[config.mk]
export PLATFORM = sky130hd
export DESIGN_NAME = ttcr_top
export DESIGN_NICKNAME = d
export VERILOG_FILES = /design/src/verilog/ttcr_pkg.sv /design/src/verilog/ttcr_top.sv /design/src/verilog/ttcr_sync.sv /design/src/verilog/ttcr_prescale.sv
export SDC_FILE = /design/constraint.sdc
export NUM_CORES = 1
export LEC_CHECK = 0
export CAP_MARGIN = 20
export CORE_MARGIN = 3
export CORE_UTILIZATION = 52
export CTS_CLUSTER_SIZE = 8
export DETAILED_ROUTE_END_ITERATION = 8
export DONT_BUFFER_PORTS = 1
export HOLD_SLACK_MARGIN = 0.02
export PLACE_DENSITY_LB_ADDON = 0.25
export SLEW_MARGIN = 15
export SYNTH_ARGS = -nofsm -noshare
export SYNTH_HDL_FRONTEND = slang
export SYNTH_SLANG_ARGS = --single-unit
export TNS_END_PERCENT = 100
[constraint.sdc]
create_clock -name clk_in -period 3.55 [get_ports clk_in]
set_input_delay 0.5325 -clock clk_in [delete_from_list [all_inputs] [get_ports clk_in]]
set_output_delay 0.5325 -clock clk_in [all_outputs]
set_load 0.02 [all_outputs]
[src/verilog/ttcr_pkg.sv]
// Shared constants for the third timer with capture and reload
package ttcr_pkg;

    // Register addresses on the plain register port
    localparam logic [2:0] ADDR_CONTROL     = 3'h0;
    localparam logic [2:0] ADDR_MODE        = 3'h1;
    localparam logic [2:0] ADDR_COUNT_LOW   = 3'h2;
    localparam logic [2:0] ADDR_COUNT_HIGH  = 3'h3;
    localparam logic [2:0] ADDR_RELOAD_LOW  = 3'h4;
    localparam logic [2:0] ADDR_RELOAD_HIGH = 3'h5;

    // Control register bit positions
    localparam int BIT_OVERFLOW  = 7;
    localparam int BIT_EXTERNAL  = 6;
    localparam int BIT_RX_CLOCK  = 5;
    localparam int BIT_TX_CLOCK  = 4;
    localparam int BIT_TRIG_EN   = 3;
    localparam int BIT_RUN       = 2;
    localparam int BIT_COUNTER   = 1;
    localparam int BIT_CAPTURE   = 0;

    // Mode register bit position
    localparam int BIT_DOWN_EN   = 0;

    // Reset values
    localparam logic [7:0]  CONTROL_RESET = 8'h00;
    localparam logic [7:0]  MODE_RESET    = 8'h00;
    localparam logic [15:0] COUNT_RESET   = 16'h0000;
    localparam logic [15:0] RELOAD_RESET  = 16'h0000;
    localparam logic [15:0] COUNT_TOP     = 16'hffff;

    // Clock is the oscillator: 25 ns period
    localparam int CLK_PERIOD_NS   = 25;
    localparam int MACHINE_NS      = 300;
    localparam int STATE_NS        = 50;
    localparam int MACHINE_CYCLES  = MACHINE_NS / CLK_PERIOD_NS;
    localparam int STATE_CYCLES    = STATE_NS / CLK_PERIOD_NS;
    localparam logic [3:0] MACHINE_LAST = 4'(MACHINE_CYCLES - 1);
    localparam logic [3:0] STATE_LAST   = 4'(STATE_CYCLES - 1);

endpackage

[src/verilog/ttcr_top.sv]
// Third timer: capture, auto-reload up/down and baud generator
// What this block does
// - 16-bit counter, timer or event counter
// - Free capture mode overflow sets overflow flag
// - Trigger fall copies count into reload bytes
// - Capture mode never reloads, keeps counting
// - Both flags share one readable interrupt
// - Down-count enable resets to zero
// - Up auto-reload: overflow sets flag, reloads
// - Trigger fall in up mode reloads too
// - Trigger pin level sets up/down direction
// - Up/down mode overflow sets flag, reloads
// - Down count hits reload: flag, load top
// - External flag toggles, no interrupt then
// - External flag set by trigger, software clears
// - Receive select picks this timer's overflow
// - Trigger ignored when disabled; baud mode: sets external flag only
// - Transmit select picks this timer's overflow
// - Baud mode rollover reloads, no flag
// - Baud mode internal clock counts state times
`timescale 1ns/100ps
`default_nettype none
module ttcr_top
    import ttcr_pkg::*;
(
    // Clock and reset
    input  wire logic       clk_in,
    input  wire logic       rst_n_in,
    // Register port
    input  wire logic [2:0] addr_in,
    input  wire logic [7:0] wdata_in,
    input  wire logic       wr_in,
    input  wire logic       rd_in,
    output logic      [7:0] rdata_out,
    // Pins
    input  wire logic       external_trigger_pin_in,
    input  wire logic       external_count_pin_in,
    // Serial port side
    input  wire logic       aux_timer_ovf_in,
    output logic            rx_baud_tick_out,
    output logic            tx_baud_tick_out,
    // Shared timer interrupt request
    output logic            timer_irq_out
);

    typedef struct packed {
        logic        overflow_flag;
        logic        external_flag;
        logic        rx_clock_select;
        logic        transmit_clock_select;
        logic        trigger_enable;
        logic        run_bit;
        logic        counter_select;
        logic        capture_reload_select;
        logic        down_count_enable;
        logic [15:0] count;
        logic [15:0] reload;
        logic [7:0]  rdata;
        logic        irq;
        logic        rx_tick;
        logic        tx_tick;
    } ttcr_state_t;

    ttcr_state_t q;            // Registered state
    ttcr_state_t d;            // Next state

    logic trig_level;          // Clean trigger pin level
    logic trig_fall;           // Trigger falling edge
    logic count_fall;          // Count pin falling edge
    logic machine_tick;        // Once per machine cycle
    logic state_tick;          // Once per state time
    logic baud_mode;           // Either serial select set
    logic capture_mode;        // Capture selected, no baud
    logic updown_mode;         // Auto-reload with down enable
    logic count_down;          // Direction this cycle
    logic src_tick;            // Selected count source
    logic tick;                // Count enable this cycle
    logic ovf_ev;              // Rollover at top
    logic und_ev;              // Down count reached reload
    logic trig_ev;             // Enabled trigger edge
    logic capture_ev;          // Capture from trigger
    logic reload_ev;           // Reload from trigger
    logic wr_ctrl;             // Control register write
    logic wr_count;            // Count byte write
    logic wr_reload;           // Reload byte write

    // Control byte as software sees it
    function automatic logic [7:0] control_byte(input ttcr_state_t s);
        control_byte = {s.overflow_flag, s.external_flag, s.rx_clock_select,
                        s.transmit_clock_select, s.trigger_enable, s.run_bit,
                        s.counter_select, s.capture_reload_select};
    endfunction

    // Pin conditioning
    ttcr_sync u_trig_sync (
        .clk_in    (clk_in),
        .rst_n_in  (rst_n_in),
        .pin_in    (external_trigger_pin_in),
        .level_out (trig_level),
        .fall_out  (trig_fall)
    );

    ttcr_sync u_count_sync (
        .clk_in    (clk_in),
        .rst_n_in  (rst_n_in),
        .pin_in    (external_count_pin_in),
        .level_out (),
        .fall_out  (count_fall)
    );

    ttcr_prescale u_prescale (
        .clk_in           (clk_in),
        .rst_n_in         (rst_n_in),
        .machine_tick_out (machine_tick),
        .state_tick_out   (state_tick)
    );

    // Mode decode
    // serial selects force reload
    assign baud_mode    = q.rx_clock_select | q.transmit_clock_select;
    assign capture_mode = q.capture_reload_select & ~baud_mode;
    assign updown_mode  = q.down_count_enable & ~baud_mode & ~capture_mode;
    assign count_down   = updown_mode & ~trig_level;

    // Count source selection
    // timer or event counter
    assign src_tick = q.counter_select ? count_fall
                    : (baud_mode ? state_tick : machine_tick);
    assign tick = q.run_bit & src_tick;

    // Rollover and underflow detection
    assign ovf_ev = tick & ~count_down & (q.count == COUNT_TOP);
    assign und_ev = tick & count_down & (q.count == q.reload);

    // Trigger events
    // disabled trigger ignored
    assign trig_ev    = q.trigger_enable & trig_fall;
    assign capture_ev = trig_ev & capture_mode;
    // reload on enabled edge, up mode only
    assign reload_ev  = trig_ev & ~baud_mode & ~capture_mode & ~q.down_count_enable;

    // Software write decode
    assign wr_ctrl   = wr_in & (addr_in == ADDR_CONTROL);
    assign wr_count  = wr_in & ((addr_in == ADDR_COUNT_LOW) | (addr_in == ADDR_COUNT_HIGH));
    assign wr_reload = wr_in & ((addr_in == ADDR_RELOAD_LOW) | (addr_in == ADDR_RELOAD_HIGH));

    // Next-state logic: hardware, then software, then flag sets
    always_comb
    begin
        d = q;

        // Counter update
        if (und_ev)
            d.count = COUNT_TOP;
        else if ((ovf_ev & ~capture_mode) | reload_ev)
            d.count = q.reload;
        else if (tick)
            d.count = count_down ? q.count - 16'h0001 : q.count + 16'h0001;

        // Capture copies current count
        if (capture_ev)
            d.reload = q.count;

        // Software writes; count writes win over counting
        if (wr_in)
        begin
            unique case (addr_in)
                ADDR_CONTROL:
                begin
                    d.overflow_flag         = wdata_in[BIT_OVERFLOW];
                    d.external_flag         = wdata_in[BIT_EXTERNAL];
                    d.rx_clock_select       = wdata_in[BIT_RX_CLOCK];
                    d.transmit_clock_select = wdata_in[BIT_TX_CLOCK];
                    d.trigger_enable        = wdata_in[BIT_TRIG_EN];
                    d.run_bit               = wdata_in[BIT_RUN];
                    d.counter_select        = wdata_in[BIT_COUNTER];
                    d.capture_reload_select = wdata_in[BIT_CAPTURE];
                end
                ADDR_MODE:        d.down_count_enable = wdata_in[BIT_DOWN_EN];
                ADDR_COUNT_LOW:   d.count[7:0]   = wdata_in;
                ADDR_COUNT_HIGH:  d.count[15:8]  = wdata_in;
                ADDR_RELOAD_LOW:  d.reload[7:0]  = wdata_in;
                ADDR_RELOAD_HIGH: d.reload[15:8] = wdata_in;
                default:          ;
            endcase
        end

        // Flag sets win over a clear in the same cycle
        // overflow flag, not in baud mode
        if ((ovf_ev | und_ev) & ~baud_mode)
            d.overflow_flag = 1'b1;
        if (updown_mode & (ovf_ev | und_ev))
            d.external_flag = ~d.external_flag;
        // set by enabled trigger edge outside up/down mode
        else if (trig_ev & ~updown_mode)
            d.external_flag = 1'b1;

        d.irq = d.overflow_flag | (d.external_flag & ~d.down_count_enable);

        d.rx_tick = q.rx_clock_select ? ovf_ev : aux_timer_ovf_in;
        d.tx_tick = q.transmit_clock_select ? ovf_ev : aux_timer_ovf_in;

        // Read data stands one cycle only
        d.rdata = 8'h00;
        if (rd_in)
        begin
            unique case (addr_in)
                ADDR_CONTROL:     d.rdata = control_byte(q);
                ADDR_MODE:        d.rdata = {7'h00, q.down_count_enable};
                ADDR_COUNT_LOW:   d.rdata = q.count[7:0];
                ADDR_COUNT_HIGH:  d.rdata = q.count[15:8];
                ADDR_RELOAD_LOW:  d.rdata = q.reload[7:0];
                ADDR_RELOAD_HIGH: d.rdata = q.reload[15:8];
                default:          d.rdata = 8'h00;
            endcase
        end
    end

    // State register
    // down count off after reset
    always_ff @(posedge clk_in)
    begin
        if (!rst_n_in)
        begin
            q <= '0;
            q.count <= COUNT_RESET;
            q.reload <= RELOAD_RESET;
            q.down_count_enable <= MODE_RESET[BIT_DOWN_EN];
        end
        else
            q <= d;
    end

    // Outputs straight from flops
    assign rdata_out        = q.rdata;
    assign rx_baud_tick_out = q.rx_tick;
    assign tx_baud_tick_out = q.tx_tick;
    assign timer_irq_out    = q.irq;
endmodule
`default_nettype wire

[src/verilog/ttcr_sync.sv]
// Pin synchroniser with a confirmed level and a falling-edge pulse
`timescale 1ns/100ps
`default_nettype none
module ttcr_sync
    import ttcr_pkg::*;
(
    // Clock and reset
    input  wire logic clk_in,
    input  wire logic rst_n_in,
    // Raw pin
    input  wire logic pin_in,
    // Clean level and edge
    output logic      level_out,
    output logic      fall_out
);

    typedef struct packed {
        logic [2:0] stage;   // Stage 0 read only by stage 1
        logic       level;   // Confirmed level
        logic       fall;    // One-cycle falling pulse
    } ttcr_sync_t;

    ttcr_sync_t q;
    ttcr_sync_t d;

    // Level changes once stages 1 and 2 agree
    always_comb
    begin
        d = q;
        d.stage = {q.stage[1:0], pin_in};
        d.fall = 1'b0;
        if ((q.stage[1] == q.stage[2]) && (q.stage[2] != q.level))
        begin
            d.level = q.stage[2];
            d.fall = q.level & ~q.stage[2];
        end
    end

    // Pins idle high, so reset assumes high
    always_ff @(posedge clk_in)
    begin
        if (!rst_n_in)
            q <= '{stage: 3'h7, level: 1'b1, fall: 1'b0};
        else
            q <= d;
    end

    assign level_out = q.level;
    assign fall_out  = q.fall;

endmodule
`default_nettype wire

[src/verilog/ttcr_prescale.sv]
// Machine-cycle and state-time tick generator
`timescale 1ns/100ps
`default_nettype none
module ttcr_prescale
    import ttcr_pkg::*;
(
    // Clock and reset
    input  wire logic clk_in,
    input  wire logic rst_n_in,
    // Ticks, one cycle each
    output logic      machine_tick_out,
    output logic      state_tick_out
);

    typedef struct packed {
        logic [3:0] machine;   // Oscillator divide by twelve
        logic [3:0] state;     // Oscillator divide by two
        logic       machine_tick;
        logic       state_tick;
    } ttcr_pre_t;

    ttcr_pre_t q;
    ttcr_pre_t d;

    // Free-running dividers
    always_comb
    begin
        d = q;
        d.machine_tick = (q.machine == MACHINE_LAST);
        d.state_tick = (q.state == STATE_LAST);
        d.machine = d.machine_tick ? 4'h0 : q.machine + 4'h1;
        d.state = d.state_tick ? 4'h0 : q.state + 4'h1;
    end

    always_ff @(posedge clk_in)
    begin
        if (!rst_n_in)
            q <= '0;
        else
            q <= d;
    end

    assign machine_tick_out = q.machine_tick;
    assign state_tick_out   = q.state_tick;

endmodule
`default_nettype wire

======== Yosys cells after proc, flatten, opt, wreduce, memory -nomap -nowiden ========
Index checks and enable logic that the tools add are counted.
storage, ports and cells
  flip-flop bits (word level) ............. 72
operators by class
  add/sub/neg operators ................... 4
  equal/unequal tests ..................... 13
  muxes and demuxes ....................... 20
  bitwise operators ....................... 36
  reductions and logical operators ........ 9
operator list
  operator                                             count
  two-way mux 16 bit                                   5
  one-hot mux 8 bit (6 select lines)                   1
  two-way mux 41 bit                                   1
  two-way mux 8 bit                                    5
  bitwise AND 1 bit                                    21
  adder 16 x 1 -> 16 bit (second input constant)       1
  == test 16 bit                                       1
  == test 16 bit (second input constant)               1
  subtractor 16 x 1 -> 16 bit (second input constant)  1
  inverter 1 bit                                       11
  adder 4 x 1 -> 4 bit (second input constant)         2
  two-way mux 1 bit                                    8
  AND reduction 2 bit                                  4
  == test 3 x 2 -> 1 bit (second input constant)       2
  == test 3 bit (second input constant)                2
  == test 4 x 1 -> 1 bit (second input constant)       1
  == test 4 bit (second input constant)                1
  OR 1 bit                                             4
  OR reduction 2 bit                                   2
  == test 3 x 1 -> 1 bit (second input constant)       1
  zero test 3 bit                                      1
  == test 1 bit                                        2
  logical AND 1 bit                                    2
  != test 1 bit                                        2

======== Longest topological paths before layout ========
Gate-level depths: netlist (run 1).
  depth after elaboration ................. 19
  mapped depth ............................ 13

======== By module ========
Synthesis (run 1) repeated with hierarchy kept, for this count alone.
unflattened totals
  cell total of the unflattened synthesis .. 526
  area total of the unflattened synthesis .. 4379.2 µm²
modules (own cells, without submodules)
  module         instances  cells an instance  area an instance (µm²)  sequential area each (µm²)
  ttcr_top       1          452                3592.2                  1041.0
  ttcr_prescale  1          38                 411.6                   200.2
  ttcr_sync      2          18                 187.7                   100.1

======== Worst setup path before layout (run 1) ========
OpenSTA, ideal clock, no wires.
  kind .................................... reg-to-reg
  from .................................... register q[48] (netlist name)
  to ...................................... register q[41] (netlist name)
  library setup time ...................... 0.074 ns
  data arrival time ....................... 2.840 ns
  required time ........................... 3.476 ns
  slack ................................... 0.636 ns
  stages on the path, launching flop included .. 14
  period minus slack after synthesis ...... 2.914 ns
  path through ............................ dfxtp_1 buf_6 nor4b_2 nand2b_1 clkbuf_1 xnor2_1 ha_1 nor4_1 nand2b_1 a22oi_1 nor4_1 o21ai_0 or3b_1 a31oi_1
on the way
  cells in the longest elaborated chain, start to end .. 15
  elaborated cells between the ends (all ways) .. 26
RTL lines
  what                             RTL line                                           source
  start, declared                  ttcr_top.sv:64                                     ttcr_state_t q;
  OR 1 bit (*)                     ttcr_top.sv:120                                    assign baud_mode = q.rx_clock_select | q.transmit_clock_select;
  inverter 1 bit                   ttcr_top.sv:121, ttcr_top.sv:122, ttcr_top.sv:140
  bitwise AND 1 bit                ttcr_top.sv:121                                    assign capture_mode = q.capture_reload_select & ~baud_mode;
  inverter 1 bit                   ttcr_top.sv:122, ttcr_top.sv:140, ttcr_top.sv:155
  bitwise AND 1 bit                ttcr_top.sv:122                                    assign updown_mode = q.down_count_enable & ~baud_mode & ~capture_mode;
  bitwise AND 1 bit                ttcr_top.sv:123                                    assign count_down = updown_mode & ~trig_level;
  inverter 1 bit                   ttcr_top.sv:132                                    assign ovf_ev = tick & ~count_down & (q.count == COUNT_TOP);
  bitwise AND 1 bit (2 in series)  ttcr_top.sv:132
  bitwise AND 1 bit                ttcr_top.sv:155                                    else if ((ovf_ev & ~capture_mode) | reload_ev)
  OR 1 bit                         ttcr_top.sv:155
  two-way mux 16 bit               ttcr_top.sv:155
  two-way mux 16 bit (*)           ttcr_top.sv:153                                    if (und_ev)
  two-way mux 8 bit                ttcr_top.sv:167                                    unique case (addr_in)
  two-way mux 41 bit (*)           ttcr_top.sv:165                                    if (wr_in)
Mark *: on every way between the ends. The rest lies on a longest branch, timed or not.
A chain may end at the register's enable or synchronous reset.

======== Final worst setup path (run 1) ========
Ends and elaborated chain as after synthesis.

==> results.toml, run 1 <==
[logic_synthesis]
synth_area_leaders = "dfxtp_1 (34%), mux2i_1 (9.2%), nor2_1 (5.0%)"
syn_area_um2 = 4230
ys.flop_type = "dfxtp_1"
synth_area_leader_cell = "dfxtp_1"
synth_cells = 511
synth_top_family_by_area = "simple AND/OR/NAND/NOR gates"
synth_seq_cells = 72
ys_seq_area_frac = 0.341
synthXorXnorAreaFrac = 0.0683
synth_edf_count = 0
yosysTopAreaCellShare = 0.341
yosys.area_share.simple = 0.241
syn-num-nets = 535
syn_avg_cell_area_um2 = 8.28
yosysWarnings = 0
synth-compound-area-share = 0.164
synthAdderAreaFrac = 0.0177
yosysUniqueCellTypes = 59
async_flop_share = 0
synthMuxAreaShare = 0.100

[setup_path]
worst-setup-path-type = "flip-flop to flip-flop"
path_cells = "nor4b_2 -> nand2b_1 -> xnor2_1 -> ha_1 -> nor4_1 -> buf_4 -> nand2b_1 -> a22oi_1 -> nor4_1 -> o21ai_0 -> or3b_1 -> a31oi_1"
worst_path_max_delay_cell = "nor4b_2"
r2r-start = "q[48]"
worstRegToRegCells = 12
crit_arrival_ps = 3140
critical_path_buf_inv_count = 1
reg2reg_to = "q[41]"
crit_path_start_kind = "flip-flop"
critPathTopFamily = "simple AND/OR/NAND/NOR gates"
cp-end-kind = "flip-flop"
crit_path_max_incr_delay_ps = 410
reg2reg_slack_ps = 690
worstPathRequired_ps = 3830
path_max_fanout = 8

[grt]
grt_pass1_wl_mm = 18.7
grt_use_total = 0.267
antenna_found_initial = 0
grt_max_degree = 34
grt_pass1_vias = 3553
overflow = 0

[placed_design]
dp_hpwl_mm = 8.58
place.port_buffers = 0
place_inst = 572
place.gp.congestion = 0.986
dpl_cell_area_um2 = 4160

[route]
ant_nets = 0
drtIter0Drc = 507
avgViaCountPerCell = 6.53
firstDrtPassIters = 5
wl_per_cell_um = 20.5
num_vias = 3839
drc = 0
wirelength_mm = 12.1

[final_layout]
multiInputGateArea_um2 = 2500
stdcell_count = 588
drive_gt1_frac = 0.0761
fillers = 723
area_delta_synth_final_pct = 2.28
design_area_um2 = 4330
diodes = 0
layout.nets = 505
ff_latch_area_um2 = 1440

[die]
die_w_um = 96.2
core_um2 = 7810
die-area_um2 = 9260
die_h_um = 96.2
rows = 32
io_pins = 29
initial_core_util = 0.542

[power_and_ir_drop]
power_frac_comb = 0.088
p_clk_frac = 0.360
pwr-share-seq = 0.553
p_leak_uw = 0.00154
cellInternalPower_uw = 1160
switchingPower_uw = 452
vdd_drop_max_mv = 0.274
power_density_nw_per_um2 = 372
sw_frac_of_total = 0.281

[hold_path]
hold_path.class = "input pin to flip-flop"
whs_endpoint = "u_count_sync.level_out"
worstHoldStart = "rst_n_in"
holdPathStages = 1

[timing]
fin_skew_ps = 10.9
finalSetupViolations = 0
timing.setup.tns_ps = 0
final_max_slew_viol_count = 0
hold_viol = 0
finalCritPeriodShare = 0.805
tightestPinTransition_ps = 1050
rsz0062_at_grt = "no"
max_freq_mhz = 350
fin_crit_ps = 2860
maxSlewHeadroom = 0.299

[clocking]
htreeDepth = 3
clock_latency_ps = 350
clock-sinks = 72
path_clk_slew_ps = 80
cts_tree = "built"
cts_setup_buffers = 0
clockBufferDepth = 2
numCtsBuffers = 9
cts-root-buf = "clkbuf_8"
ctsResizeCount = 0
hold_buffers = 0

[job]
drv_cap = 0

[outcome]
run_status = "complete, no violations"
state kept, by name (all words and copies together) (netlist names), 2 cells and up:
signal and cells:
q 41, rdata_out 8, u_prescale.q 8, u_count_sync.d 2
u_trig_sync.d 2
routing by layer:
metal	share of wire	wire [um]	track usage	vias up
met3	0.095	1140	0.0711	43
met5	0	0	0	-
met2	0.45	5470	0.424	229
met1	0.42	5010	0.340	1801
met4	0.036	431	0.110	0
li1	-	-	-	1766
placed cells by master, fill, tap and decap left out, types with 6 or more instances in the layout:
cell	Yosys	layout
a211oi_1	16	16
a21oi_1	28	28
a22oi_1	8	8
a31oi_1	9	9
and3_1	7	7
buf_4	8	6
clkbuf_8	0	9
dfxtp_1	72	72
ha_1	6	6
inv_1	10	10
mux2i_1	39	39
nand2_1	36	36
nand2b_1	13	13
nand3_1	13	13
nand4_1	6	6
nor2_1	56	56
nor3_1	9	9
nor4_1	15	15
o21ai_0	28	28
xnor2_1	9	9
xor2_1	24	24
power groups by stage:
stage | clock network (uW) | registers, uW | logic, uW
3_3_place_gp | 0 | 904 | 134
2_1_floorplan | 0 | 874 | 140
5_1_grt | 623 | 891 | 156
4_1_cts | 588 | 886 | 139
6_report | 578 | 889 | 141
3_5_place_dp | 0 | 905 | 138
layout make-up:
type                       instances  area share
clock buffer                      10      0.0295
clock inverter                     6      0.0101
inverter                          10     0.00867
multi-input combinational        382       0.579
sequential                        72       0.333
tap                              102      0.0295
timing repair buffer               6      0.0104
per-stage QoR:
stage / power (uW) / setup WS [ps] / hold slack, ps / util
6_report: 1610 / 692 / 245 / 0.554
5_1_grt: 1670 / 491 / 231 / 0.554
4_1_cts: 1610 / 713 / 224 / 0.554
3_5_place_dp: 1040 / 750 / 397 / 0.532
3_3_place_gp: 1040 / 809 / 398 / 0.532
2_1_floorplan: 1010 / 636 / 386 / -
synth_stat cells, types with 9 or more instances:
library cell / instances
nor2_1: 56
a31oi_1: 9
nor4_1: 15
a21oi_1: 28
inv_1: 10
nand2b_1: 13
xnor2_1: 9
dfxtp_1: 72
clkbuf_1: 24
o21ai_0: 28
nand2_1: 36
xor2_1: 24
nand3_1: 13
mux2i_1: 39
a211oi_1: 16
nor3_1: 9
worst max path at each step:
stage | slack, ps | cells past startpoint | endpoint | from
after global placement | 810 | 12 | q[41] | q[48]
after floorplan | 640 | 13 | q[41] | q[48]
after detailed placement | 750 | 12 | q[41] | q[48]
after CTS | 710 | 12 | q[41] | q[48]
after global routing | 490 | 12 | q[41] | q[48]
final | 690 | 12 | q[41] | q[48]
cells by family (layout without fill, tap and decap cells):
logic type | after synthesis | count (layout)
buffers and inverters | 57 | 32
adder cells (fa/ha/maj) | 6 | 6
flip-flops | 72 | 72
multiplexers | 42 | 42
XOR/XNOR | 33 | 33
AND/OR/NAND/NOR | 192 | 192
AO/OA/AOI/OAI | 109 | 109
(Power assumes the default switching activity.)
==> run 2, diff against run 1 <==
- clock period: 3.55 -> 2.4 ns (I/O delays scaled with it)
==> results.toml, run 2 (synthesis gave the netlist of run 1 again) <==
[outcome]
run_status = "complete, but fails checks"
violations = "setup timing"

[clocking]
cts_tree = "built"
clockBufferDepth = 2
htreeDepth = 3
clock_latency_ps = 360
clock-sinks = 72
path_clk_slew_ps = 90
numCtsBuffers = 9
cts-root-buf = "clkbuf_8"

[setup_path]
worstRegToRegCells = 11
reg2reg_to = "q[41]"
endpoint = "q[41]"
reg2reg_slack_ps = -130
cp.depth = 11
crit_arrival_ps = 2830
startpoint = "q[48]"
critPathTopFamily = "simple AND/OR/NAND/NOR gates"
worstPathRequired_ps = 2690
crit_path_start_kind = "flip-flop"
path_cells = "nor4b_4 -> nand2b_1 -> xnor2_2 -> ha_2 -> nand4_1 -> o21ai_1 -> a22oi_2 -> o21a_1 -> o21ai_0 -> or3b_1 -> a31oi_1"
critical_path_buf_inv_count = 0
worst_path_max_delay_cell = "nor4b_4"
path_max_fanout = 3
r2r-start = "q[48]"
worst-setup-path-type = "flip-flop to flip-flop"
cp-end-kind = "flip-flop"
crit_path_max_incr_delay_ps = 380

[route]
num_vias = 4104
drc = 0
wirelength_mm = 12.8
wl_per_cell_um = 20.1
drtIter0Drc = 416
avgViaCountPerCell = 6.45
firstDrtPassIters = 6
ant_nets = 0

[timing]
max_freq_mhz = 395
timing.setup.tns_ps = -264
maxSlewHeadroom = 0.435
final_max_slew_viol_count = 0
tightestPinTransition_ps = 845
finalCritPeriodShare = 1.06
finalSetupViolations = 4
setup_ws_ps = -133
holdWs_ps = 77.7
fin_skew_ps = 8.40
hold_viol = 0
fin_crit_ps = 2530
rsz0062_at_grt = "yes"

[hold_path]
holdPathStages = 1
hold_path.class = "input pin to flip-flop"

[placed_design]
place.port_buffers = 0
dpl_cell_area_um2 = 4490
place.gp.congestion = 1.01
dp_hpwl_mm = 9.14

[final_layout]
drive_gt1_frac = 0.213
design_area_um2 = 4920
fillers = 682
final_common_cell = "dfxtp_1"
diodes = 0
top_register = "q"
largest_reg_flops = 41
area_delta_synth_final_pct = 16.2
final_cell_mix = "dfxtp_1 (70), nor2_1 (55), buf_4 (49)"
layout.nets = 553

[die]
die_h_um = 96.2
io_pins = 29
rows = 32
die_w_um = 96.2
die-area_um2 = 9260
initial_core_util = 0.542
core_um2 = 7810

[grt]
grt_pass1_vias = 3810
grt_pass1_wl_mm = 19.8
overflow = 0
antenna_found_initial = 0
grt_use_total = 0.283
grt_max_degree = 34

[job]
drv_cap = 0

[power_and_ir_drop]
vdd_drop_max_mv = 0.382
p_leak_uw = 0.00185
power_density_nw_per_um2 = 545
run 2: routing by layer:
metal,vias to the layer above,routed length (um),track usage
li1,1863,-,-
met1,1932,5130,0.389
met2,259,5770,0.409
met3,50,1450,0.0711
met4,0,460,0.136
met5,-,0,0
run 2: area by class of cell:
cell class	count	area (um^2)	share of cell area
multi-input combinational	382	2660	0.540
inverter	10	37.5	0.00764
clock buffer	9	124	0.0252
tap	102	128	0.0260
timing repair buffer	54	424	0.0863
clock inverter	7	103	0.0209
sequential	72	1440	0.294
run 2: through the flow:
step | setup slack, ps | power (uW) | instances | util
after floorplan | -131 | 1510 | 511 | -
after global placement | -38.3 | 1570 | 610 | 0.575
after detailed placement | -74.6 | 1580 | 610 | 0.575
after CTS | -64.7 | 2680 | 633 | 0.614
after global routing | -191 | 2770 | 636 | 0.630
final | -133 | 2680 | 636 | 0.630
run 2: power by group:
part	internal, uW	switching (uW)
registers	1240	51.2
clock network	600	512
logic	122	158
total	1960	721
run 2: worst min-delay path by stage:
stage	end	slack, ps	from
after global routing	u_count_sync.level_out	60	rst_n_in
final	u_count_sync.level_out	80	rst_n_in
after CTS	u_count_sync.level_out	50	rst_n_in
after global placement	u_count_sync.d[4]	400	u_count_sync.d[3]
after floorplan	u_count_sync.d[4]	390	u_count_sync.d[3]
after detailed placement	u_trig_sync.d[4]	410	u_trig_sync.d[3]
run 2: repair_timing:
action                     in CTS  in global routing
setup endpoints to repair      16                 19
hold buffers                    0                  0
buffers inserted                7                  5
gates resized for setup         6                 26
pin swaps                       9                 15
